[config.mk]
export PLATFORM = sky130hd
export DESIGN_NAME = imc_device_flat
export DESIGN_NICKNAME = d
export VERILOG_FILES = /design/src/shared/imc_pkg.sv /design/src/shared/imc_if.sv /design/src/logic/imc_device.sv /design/src/flat_wrapper.sv
export VERILOG_INCLUDE_DIRS = /design/src /design/src/shared
export SDC_FILE = /design/constraint.sdc
export NUM_CORES = 1
export LEC_CHECK = 0
export BUFFER_PORTS_ARGS = -buffer_cell sky130_fd_sc_hd__clkbuf_2
export CAP_MARGIN = 30
export CORE_MARGIN = 8
export CORE_UTILIZATION = 57
export DETAILED_ROUTE_END_ITERATION = 10
export GPL_TIMING_DRIVEN = 0
export PLACE_DENSITY = 0.79
export SYNTH_ARGS = -nofsm -noshare
export SYNTH_HDL_FRONTEND = slang
export SYNTH_SLANG_ARGS = --single-unit
export TNS_END_PERCENT = 5
[constraint.sdc]
create_clock -name REF_CLK -period 2.33 [get_ports REF_CLK]
set_clock_uncertainty 0.15 [all_clocks]
set_input_delay 0.233 -clock REF_CLK [delete_from_list [all_inputs] [get_ports REF_CLK]]
set_output_delay 0.233 -clock REF_CLK [all_outputs]
set_load 0.05 [all_outputs]
[src/shared/imc_regs.svh]
/*
 what: offsets, field positions, reset values and timing counts of the
 initialization miscellaneous configuration register.
 assumes: included by its bare name; 200 MHz clock.
*/
`ifndef IMC_REGS_SVH
`define IMC_REGS_SVH
`define IMC_OFFSET_INIT_MISC 5'h08
`define IMC_RESET_INIT_MISC 8'h00
`define IMC_BIT_CODE_EN 7
`define IMC_BIT_PARITY 6
`define IMC_BIT_INT_LEVEL 5
`define IMC_BIT_INT_SHORT 4
`define IMC_BIT_INT_FLASH 3
`define IMC_BIT_DBG_EN 2
`define IMC_BIT_FLAG_DBG 5
`define IMC_CLK_MHZ 200
`define IMC_PULSE_LONG_US 100
`define IMC_PULSE_SHORT_US 25
`define IMC_PULSE_LONG_CYC (`IMC_PULSE_LONG_US * `IMC_CLK_MHZ)
`define IMC_PULSE_SHORT_CYC (`IMC_PULSE_SHORT_US * `IMC_CLK_MHZ)
`define IMC_SPI_DIV 8
`endif

[src/shared/imc_pkg.sv]
/*
 what: types used by the device end and the bench.
 assumes: nothing.
*/
package imc_pkg;
    typedef enum logic [1:0] {
        IMC_SAFE_HW, IMC_SAFE_B3, IMC_SAFE_B2, IMC_SAFE_B1
    } imc_unused_t;
    typedef enum logic [2:0] {
        IMC_RES_LEVEL_THREE, IMC_RES_LEVEL_TWO, IMC_RES_LEVEL_ONE, IMC_RES_LEVEL_ZERO,
        IMC_RES_NONE
    } imc_res_t;
    typedef enum logic [1:0] {
        IMC_FS_B3, IMC_FS_B2, IMC_FS_B1, IMC_FS_A
    } imc_fs_t;
endpackage

[src/shared/imc_if.sv]
/*
 what: spi link between host and device end.
 assumes: host is master; data on sdi sampled at rising sclk.
*/
`timescale 1ns/100ps
interface imc_if;
    logic csb_n;
    logic sclk;
    logic mosi;
    logic miso;
    modport host (output csb_n, output sclk, output mosi, input miso);
    modport dev (input csb_n, input sclk, input mosi, output miso);
endinterface

[src/logic/imc_device.sv]
/*
 what: device end: spi slave holding the init misc register, interrupt
 pin shaping, low-power code check and debug resistor override.
 assumes: spi pins synchronous to REF_CLK, sclk much slower than REF_CLK.
*/
`timescale 1ns/100ps
`include "imc_regs.svh"
module imc_device (
    input wire logic REF_CLK,
    input wire logic RESET_N,
    imc_if.dev SPI,
    input wire logic INIT_MODE,
    input wire logic FLASH_MODE,
    input wire logic WD_HALF,
    input wire logic INT_EVENT,
    input wire logic LP_REQ,
    input wire logic [2:0] LP_CODE,
    input wire logic [2:0] LP_EXPECT,
    input wire imc_pkg::imc_res_t RES_DETECTED,
    input wire imc_pkg::imc_fs_t FS_HW,
    input wire logic FLAG_CLR,
    output logic INT_N,
    output logic LP_GRANT,
    output logic LP_REFUSE,
    output logic PARITY_ERR,
    output logic FLAG_DBG,
    output logic SW_OVERRIDE,
    output imc_pkg::imc_fs_t FS_SEL,
    output logic [7:0] CONFIG
);
    import imc_pkg::*;
    typedef struct packed {
        logic sclk_d;
        logic [4:0] cnt;
        logic [15:0] sh;
        logic [7:0] cfg;
        logic miso;
        logic [14:0] pcnt;
        logic int_n;
        logic grant;
        logic refuse;
        logic perr;
        logic flag;
        logic ovr;
        imc_fs_t fs;
    } imc_dev_t;
    imc_dev_t r, next_r;
    imc_fs_t fs_code;
    imc_res_t res_code;
    logic [15:0] frame;
    logic par_ok;
    always_comb begin
        case (r.cfg[1:0])
            2'h0: begin fs_code = IMC_FS_B3; res_code = IMC_RES_LEVEL_THREE; end
            2'h1: begin fs_code = IMC_FS_B2; res_code = IMC_RES_LEVEL_TWO; end
            2'h2: begin fs_code = IMC_FS_B1; res_code = IMC_RES_LEVEL_ONE; end
            default: begin fs_code = IMC_FS_A; res_code = IMC_RES_LEVEL_ZERO; end
        endcase
    end
    always_comb begin
        next_r = r;
        frame = {r.sh[14:0], SPI.mosi};
        // odd parity over the frame; the parity position is bit 8
        par_ok = ^frame;
        next_r.sclk_d = SPI.sclk;
        next_r.grant = 1'b0;
        next_r.refuse = 1'b0;
        next_r.perr = 1'b0;
        if (SPI.csb_n) begin
            next_r.cnt = 5'h00;
            next_r.miso = 1'b0;
        end else if (SPI.sclk && !r.sclk_d) begin
            next_r.sh = frame;
            next_r.cnt = r.cnt + 5'h01;
            if (r.cnt == 5'h0F) begin
                if (frame[15] == 1'b0 && frame[13:9] == `IMC_OFFSET_INIT_MISC) begin
                    if (r.cfg[`IMC_BIT_PARITY] && !par_ok) begin
                        next_r.perr = 1'b1;
                    end else if (INIT_MODE) begin
                        next_r.cfg = frame[7:0];
                    end
                end
            end
        end else if (!SPI.sclk && r.sclk_d) begin
            next_r.miso = r.cfg[7 - r.cnt[2:0]];
        end
        // mode request with code check only when enabled
        if (LP_REQ) begin
            if (!r.cfg[`IMC_BIT_CODE_EN] || LP_CODE == LP_EXPECT) begin
                next_r.grant = 1'b1;
            end else begin
                next_r.refuse = 1'b1;
            end
        end
        // interrupt shaping; a new event restarts the pulse
        if (r.pcnt != 15'h0000) begin
            next_r.pcnt = r.pcnt - 15'h0001;
        end
        if (INT_EVENT || (r.cfg[`IMC_BIT_INT_FLASH] && FLASH_MODE && WD_HALF)) begin
            next_r.pcnt = r.cfg[`IMC_BIT_INT_SHORT] ? 15'(`IMC_PULSE_SHORT_CYC)
                : 15'(`IMC_PULSE_LONG_CYC);
        end
        if (r.cfg[`IMC_BIT_INT_LEVEL]) begin
            // level style holds low while the flag is pending
            next_r.int_n = !(r.flag || INT_EVENT);
        end else begin
            next_r.int_n = (next_r.pcnt == 15'h0000);
        end
        // debug resistor check; set wins over clear
        next_r.ovr = r.cfg[`IMC_BIT_DBG_EN];
        next_r.fs = r.cfg[`IMC_BIT_DBG_EN] ? fs_code : FS_HW;
        if (FLAG_CLR) begin
            next_r.flag = 1'b0;
        end
        if (r.cfg[`IMC_BIT_DBG_EN] && RES_DETECTED != res_code) begin
            next_r.flag = 1'b1;
        end
    end
    always_ff @(posedge REF_CLK or negedge RESET_N) begin
        if (!RESET_N) begin
            r <= '0;
            r.cfg <= `IMC_RESET_INIT_MISC;
            r.int_n <= 1'b1;
        end else begin
            r <= next_r;
        end
    end
    assign SPI.miso = r.miso;
    assign INT_N = r.int_n;
    assign LP_GRANT = r.grant;
    assign LP_REFUSE = r.refuse;
    assign PARITY_ERR = r.perr;
    assign FLAG_DBG = r.flag;
    assign SW_OVERRIDE = r.ovr;
    assign FS_SEL = r.fs;
    assign CONFIG = r.cfg;
endmodule

[src/flat_wrapper.sv]
// flat-port wrapper written by rule: the top's interface ports become plain ports
module imc_device_flat import imc_pkg::*;
  (REF_CLK, RESET_N, INIT_MODE, FLASH_MODE, WD_HALF, INT_EVENT, LP_REQ, LP_CODE, LP_EXPECT, RES_DETECTED, FS_HW, FLAG_CLR, INT_N, LP_GRANT, LP_REFUSE, PARITY_ERR, FLAG_DBG, SW_OVERRIDE, FS_SEL, CONFIG, SPI_csb_n, SPI_sclk, SPI_mosi, SPI_miso);
  imc_if SPI_i ();
  input wire logic REF_CLK;
  input wire logic RESET_N;
  input wire logic INIT_MODE;
  input wire logic FLASH_MODE;
  input wire logic WD_HALF;
  input wire logic INT_EVENT;
  input wire logic LP_REQ;
  input wire logic [2:0] LP_CODE;
  input wire logic [2:0] LP_EXPECT;
  input wire imc_pkg::imc_res_t RES_DETECTED;
  input wire imc_pkg::imc_fs_t FS_HW;
  input wire logic FLAG_CLR;
  output logic INT_N;
  output logic LP_GRANT;
  output logic LP_REFUSE;
  output logic PARITY_ERR;
  output logic FLAG_DBG;
  output logic SW_OVERRIDE;
  output imc_pkg::imc_fs_t FS_SEL;
  output logic [7:0] CONFIG;
  input wire logic [$bits(SPI_i.csb_n)-1:0] SPI_csb_n;
  input wire logic [$bits(SPI_i.sclk)-1:0] SPI_sclk;
  input wire logic [$bits(SPI_i.mosi)-1:0] SPI_mosi;
  output wire logic [$bits(SPI_i.miso)-1:0] SPI_miso;
  assign SPI_i.csb_n = SPI_csb_n;
  assign SPI_i.sclk = SPI_sclk;
  assign SPI_i.mosi = SPI_mosi;
  assign SPI_miso = SPI_i.miso;
  imc_device u_core (.REF_CLK(REF_CLK), .RESET_N(RESET_N), .SPI(SPI_i), .INIT_MODE(INIT_MODE), .FLASH_MODE(FLASH_MODE), .WD_HALF(WD_HALF), .INT_EVENT(INT_EVENT), .LP_REQ(LP_REQ), .LP_CODE(LP_CODE), .LP_EXPECT(LP_EXPECT), .RES_DETECTED(RES_DETECTED), .FS_HW(FS_HW), .FLAG_CLR(FLAG_CLR), .INT_N(INT_N), .LP_GRANT(LP_GRANT), .LP_REFUSE(LP_REFUSE), .PARITY_ERR(PARITY_ERR), .FLAG_DBG(FLAG_DBG), .SW_OVERRIDE(SW_OVERRIDE), .FS_SEL(FS_SEL), .CONFIG(CONFIG));
endmodule
# Word-level counts from Yosys, hierarchy flattened
# Index checks and enable logic that the tools add are counted.
# word_totals
register_bits,54
in_bits,22
output_inout_bits,17
# op_classes
add_sub_neg,3
magnitude_cmp,1
n_eq_ne,7
muxes,28
bitwise_logic,3
n_reduce_logical,25
# ops
cell,n
$mux 15,3
$lt 32x4->1 const B,1
$mux 8,4
$mux 29,1
$reduce_xor 16->1,1
$logic_not 15->1,1
$reduce_bool 15->1,1
$sub 15x1->15 const B,1
$mux 1,14
$pmux 2 s3,2
$eq 5x4->1 const B,2
$logic_and 1x1->1,7
$reduce_and 6->1,1
$reduce_bool 2->1,3
$add 5x1->5 const B,1
$logic_not 1->1,5
$mux 5,1
$mux 2,2
$reduce_and 2->1,2
$sub 3x3->4 const A,1
$bmux 1 s3,1
$eq 3x3->1,1
$logic_or 1x1->1,3
$ne 3x2->1,1
5 further kinds,7

# Depth between registers and ports, before layout
# depth
word_depth,8
mapped_depth,9
mapped_depth_nobuf,8

# Least setup slack after synthesis
# No wires, ideal clock.
# synth_timing
path_kind,register to register
from,reg u_core.r[8] (netlist bit)
to,"reg u_core.r, in the netlist u_core.INT_N"
setup_ps,86
t_arrival_ps,1875
path_slack_ps,219
stages_incl_launch_ff,9
n_path_buf,0
synth_period_minus_slack_ps,2111
path_cell_list,dfrtp_1 inv_1 ha_1 nor3b_1 and2_1 and3_1 xnor2_1 nand4_1 o31ai_2
# synth_rtl
element,line,text
from (decl),imc_device.sv:47,"imc_dev_t r, next_r;"
from (signal assigned),imc_device.sv:125,r <= next_r;

==> results.md <==
- Area grow syn2layout: 18.9%
- Max Fanout on Critical Path: 4
- Io pins: 39
- Full die area: between 7000 and 8000 sq um
- Most frequent cells in the layout: dfrtp_1 (49), clkbuf_2 (39), nor2_1 (28), mux2_2 (21), xnor2_1 (19)
- Min cycle time layout: roughly 2400 ps
- GR peak layer: met2
- Clk pin slew, worst setup/hold paths: approximately 100 ps
- Critical Path End Type: flip-flop
- Hold Path Origin: FS_HW[1]
- Synth cell types: between 40 and 50
- Hold depth: 2
- Largest net degree at the start of global routing: 36
- R2r endpoint: u_core.INT_N
- Worst path max stage delay: between 500 and 600 ps
- Post-route DRC: 0
- Number of synthesized flops with an enable pin: 0
- Post-synthesis cell count: roughly 260
- First-pass GRT wire length: 9.79 mm
- # port buffers: 38
- Critical path startpoint category: flip-flop
- Switching Share: between 30% and 40%
- Worst-path cell chain: buf_4 > or4_4 > nor2_4 > nand2_2 > a2111oi_4 > nand4_1 > o31ai_2
- Syn_nets: 282
- Setup TNS: -44.9 ps
- Ant. Diodes: 0
- Critical path class: flip-flop to flip-flop
- Cts bufs inserted: 5
- Fin. Hold Viols: 0
- Syn_area_per_cell: 11.2 sq um
- Clock Power Share: 22.7%
- PwrDens: approximately 700 nW/um^2
- P_int: roughly 1.6 mW
- Synth Flop Type: dfrtp_1
- Util after Layout: 71.1%
- Wire length per cell: roughly 16 um
- Share of cells above drive strength 1: 38.0%
- Initial Util: approximately three fifths
- GRT met3 Usage: 3.68%
- DP Cell Count: approximately 360
- Register area share after synthesis: between 40% and 50%
- Worst-margin pin slew: approximately 500 ps
- Max Cap Violations: 0
- Worst ir drop on vdd: between 0.9 and 1 mV
- Pleak: between 1.5 and 2 nW
- Setup violations, final: 1
- Slowest CP cell: or4_4
- GPL Wtd Cong: 0.930
- Clk_lat worst skew: ~300 ps
- Initial drt markers: 100
- Root buffer cell: clkbuf_8
- Worst reg2reg path startpoint: u_core.r[9]
- Failing checks: setup timing
- GR Util met2: between 20% and 30%
- Die Y: between 80 and 90 um
- Hold Path Class: primary input to flip-flop
- DP HPWL: 4.26 mm
- YS warnings: 0
- Final Cycle Share: 102%
- Max Slew Vio Count: 0
- # H-tree levels: 2
- Outcome: complete, but fails checks
- Syn Std Cell Area: 2860 sq um
- Met1 global-route usage: 19.8%
- Hold path endpoint: u_core.FS_SEL[1]
- CTS tree: done
- Critical Path RT: between 2000 and 2500 ps
- Fmax: ~420 MHz
- Switching pwr: between 0.7 and 0.8 mW
- Number of global-route vias before repair: about 2100
- Final ANT Viol Nets: 0
- Drt total wl: ~6.0 mm
- Setup WS post-layout: -44.9 ps
- Total gr overflow: 0
- Synth Register Bits: 53
- Row cnt: 25
- # clock sinks: 53
- Core box area: roughly 4800 sq um
- Fin nets: about 340
- DR vias: between 2000 and 2500
- Worst-case reg-to-reg path depth: 7
- CP Data Arrival Time: 2450 ps
- CP bufs+invs: 1
- Worst hold margin: roughly 16 ps
- First-pass detailed-route iteration total: 4
- Most common cell after layout, fill and taps aside: dfrtp_1
- Slew Limit Headroom: approximately two thirds
- Reg-to-reg slack, setup: -40 ps
- Comb power frac: a little under 30%
- CTS max path bufs: 2
- DIE WIDTH: about 87 um
- Top delay family on crit path: simple AND/OR/NAND/NOR gates
- Antenna violations before repair: 0
- Asr flop ratio synth: 100%
- Total Routing Usage GR: 16.3%
- Layout Cells excl Fill: 380
- Unrepaired setup endpoints after global routing: yes
- Vias per cell: roughly 5.5
- Sequential cell fraction of total power: approximately 48%
## flip-flops by register name, indices dropped and copies added (netlist names)
| signal | count |
|---|---|
| u_core.FLAG_DBG | 1 |
| u_core.PARITY_ERR | 1 |
| u_core.LP_GRANT | 1 |
| u_core.LP_REFUSE | 1 |
| u_core.r | 21 |
| u_core.INT_N | 1 |
| u_core.frame | 15 |
| u_core.SW_OVERRIDE | 1 |
| u_core.FS_SEL | 2 |
| u_core.SPI.miso | 1 |
| u_core.CONFIG | 8 |
## how the worst max path moves through the flow
| stage | startpoint | to | slack [ps] | depth (start not counted) |
|---|---|---|---|---|
| floorplan | u_core.r[8] | u_core.INT_N | 220 | 8 |
| finish | u_core.r[9] | u_core.INT_N | -40 | 7 |
| global route | u_core.r[9] | u_core.INT_N | -120 | 7 |
| CTS | u_core.r[8] | u_core.INT_N | 10 | 9 |
| global placement | u_core.r[8] | u_core.INT_N | -170 | 8 |
| detailed placement | u_core.r[8] | u_core.INT_N | -200 | 8 |
## per-layer routing
layer / routed length, um / part of all wire [%] / vias to the layer above
met3: 219 / 3.7 / 12
met4: 90 / 1.5 / 0
met5: 0 / 0 / -
met2: 3090 / 52 / 50
met1: 2560 / 43 / 1015
li1: - / - / 1003
## metrics by stage
step	total power [mW]	worst slack, ps	cell area (sq um)
2_1_floorplan	1.68	219	2860
3_3_place_gp	1.80	-172	3140
3_5_place_dp	1.83	-200	3160
4_1_cts	2.39	10.6	3310
5_1_grt	2.52	-120	3400
6_report	2.39	-44.9	3400
## timing repair
item / 4_1_cts / 5_1_grt
endpoints found under the setup margin: 2 / 9
hold endpoints to repair: 22 / 0
setup buffers: 0 / 6
hold buffers: 4 / 0
resized for setup: 3 / 13
pin swaps: 0 / 5
## cells by family (layout without fill, tap and decap cells)
logic type	count (synthesis)	in the layout	share of synthesized area, %
adders and majority gates	4	4	1.75
xor gates and xnor gates	33	33	10.1
muxes	30	30	12.4
and+or+nand+nor	84	84	17.1
DFF	53	53	46.4
AOI/OAI and AO/OA	28	28	6.95
buffers and inverters	24	81	5.29
## cells in the mapped netlist (3+ instances only)
| cell type | instances | area, sq um |
|---|---|---|
| a211oi_1 | 5 | 37.5 |
| a21oi_1 | 10 | 50.1 |
| a31oi_1 | 3 | 18.8 |
| and2_1 | 4 | 25.0 |
| and3_1 | 4 | 25.0 |
| buf_2 | 4 | 20.0 |
| buf_4 | 11 | 82.6 |
| dfrtp_1 | 52 | 1300 |
| ha_1 | 4 | 50.1 |
| inv_1 | 5 | 18.8 |
| mux2_1 | 3 | 33.8 |
| mux2_2 | 21 | 236 |
| mux2i_1 | 4 | 40.0 |
| nand2_1 | 12 | 45.0 |
| nand3_1 | 5 | 25.0 |
| nand4_1 | 5 | 31.3 |
| nor2_1 | 28 | 105 |
| nor2b_1 | 5 | 31.3 |
| nor4_1 | 5 | 31.3 |
| o31ai_1 | 4 | 30.0 |
| xnor2_1 | 19 | 166 |
| xor2_1 | 14 | 123 |
## power groups by stage
stage	clock network, mW	registers (mW)	logic, mW
after floorplan	0	1.12	0.557
after global routing	0.599	1.15	0.773
final	0.542	1.13	0.711
after global placement	0	1.15	0.656
after CTS	0.563	1.13	0.695
after detailed placement	0	1.15	0.677
## worst register-to-register path, stage by stage (launching register included)
cell	delay (ps)
dfrtp_2	430
buf_4	150
or4_4	550
nor2_4	140
nand2_2	90
a2111oi_4	350
nand4_1	200
o31ai_2	250
## final cells by class
type | count | area [sq um]
clock inverter | 2 | 13.8
inverter | 5 | 18.8
fill | 355 | 1380
buffer | 19 | 134
multi-input combinational | 179 | 1440
sequential | 53 | 1330
clock buffer | 6 | 82.6
tap | 67 | 83.8
timing repair buffer | 49 | 295
(Power assumes the default switching activity.)
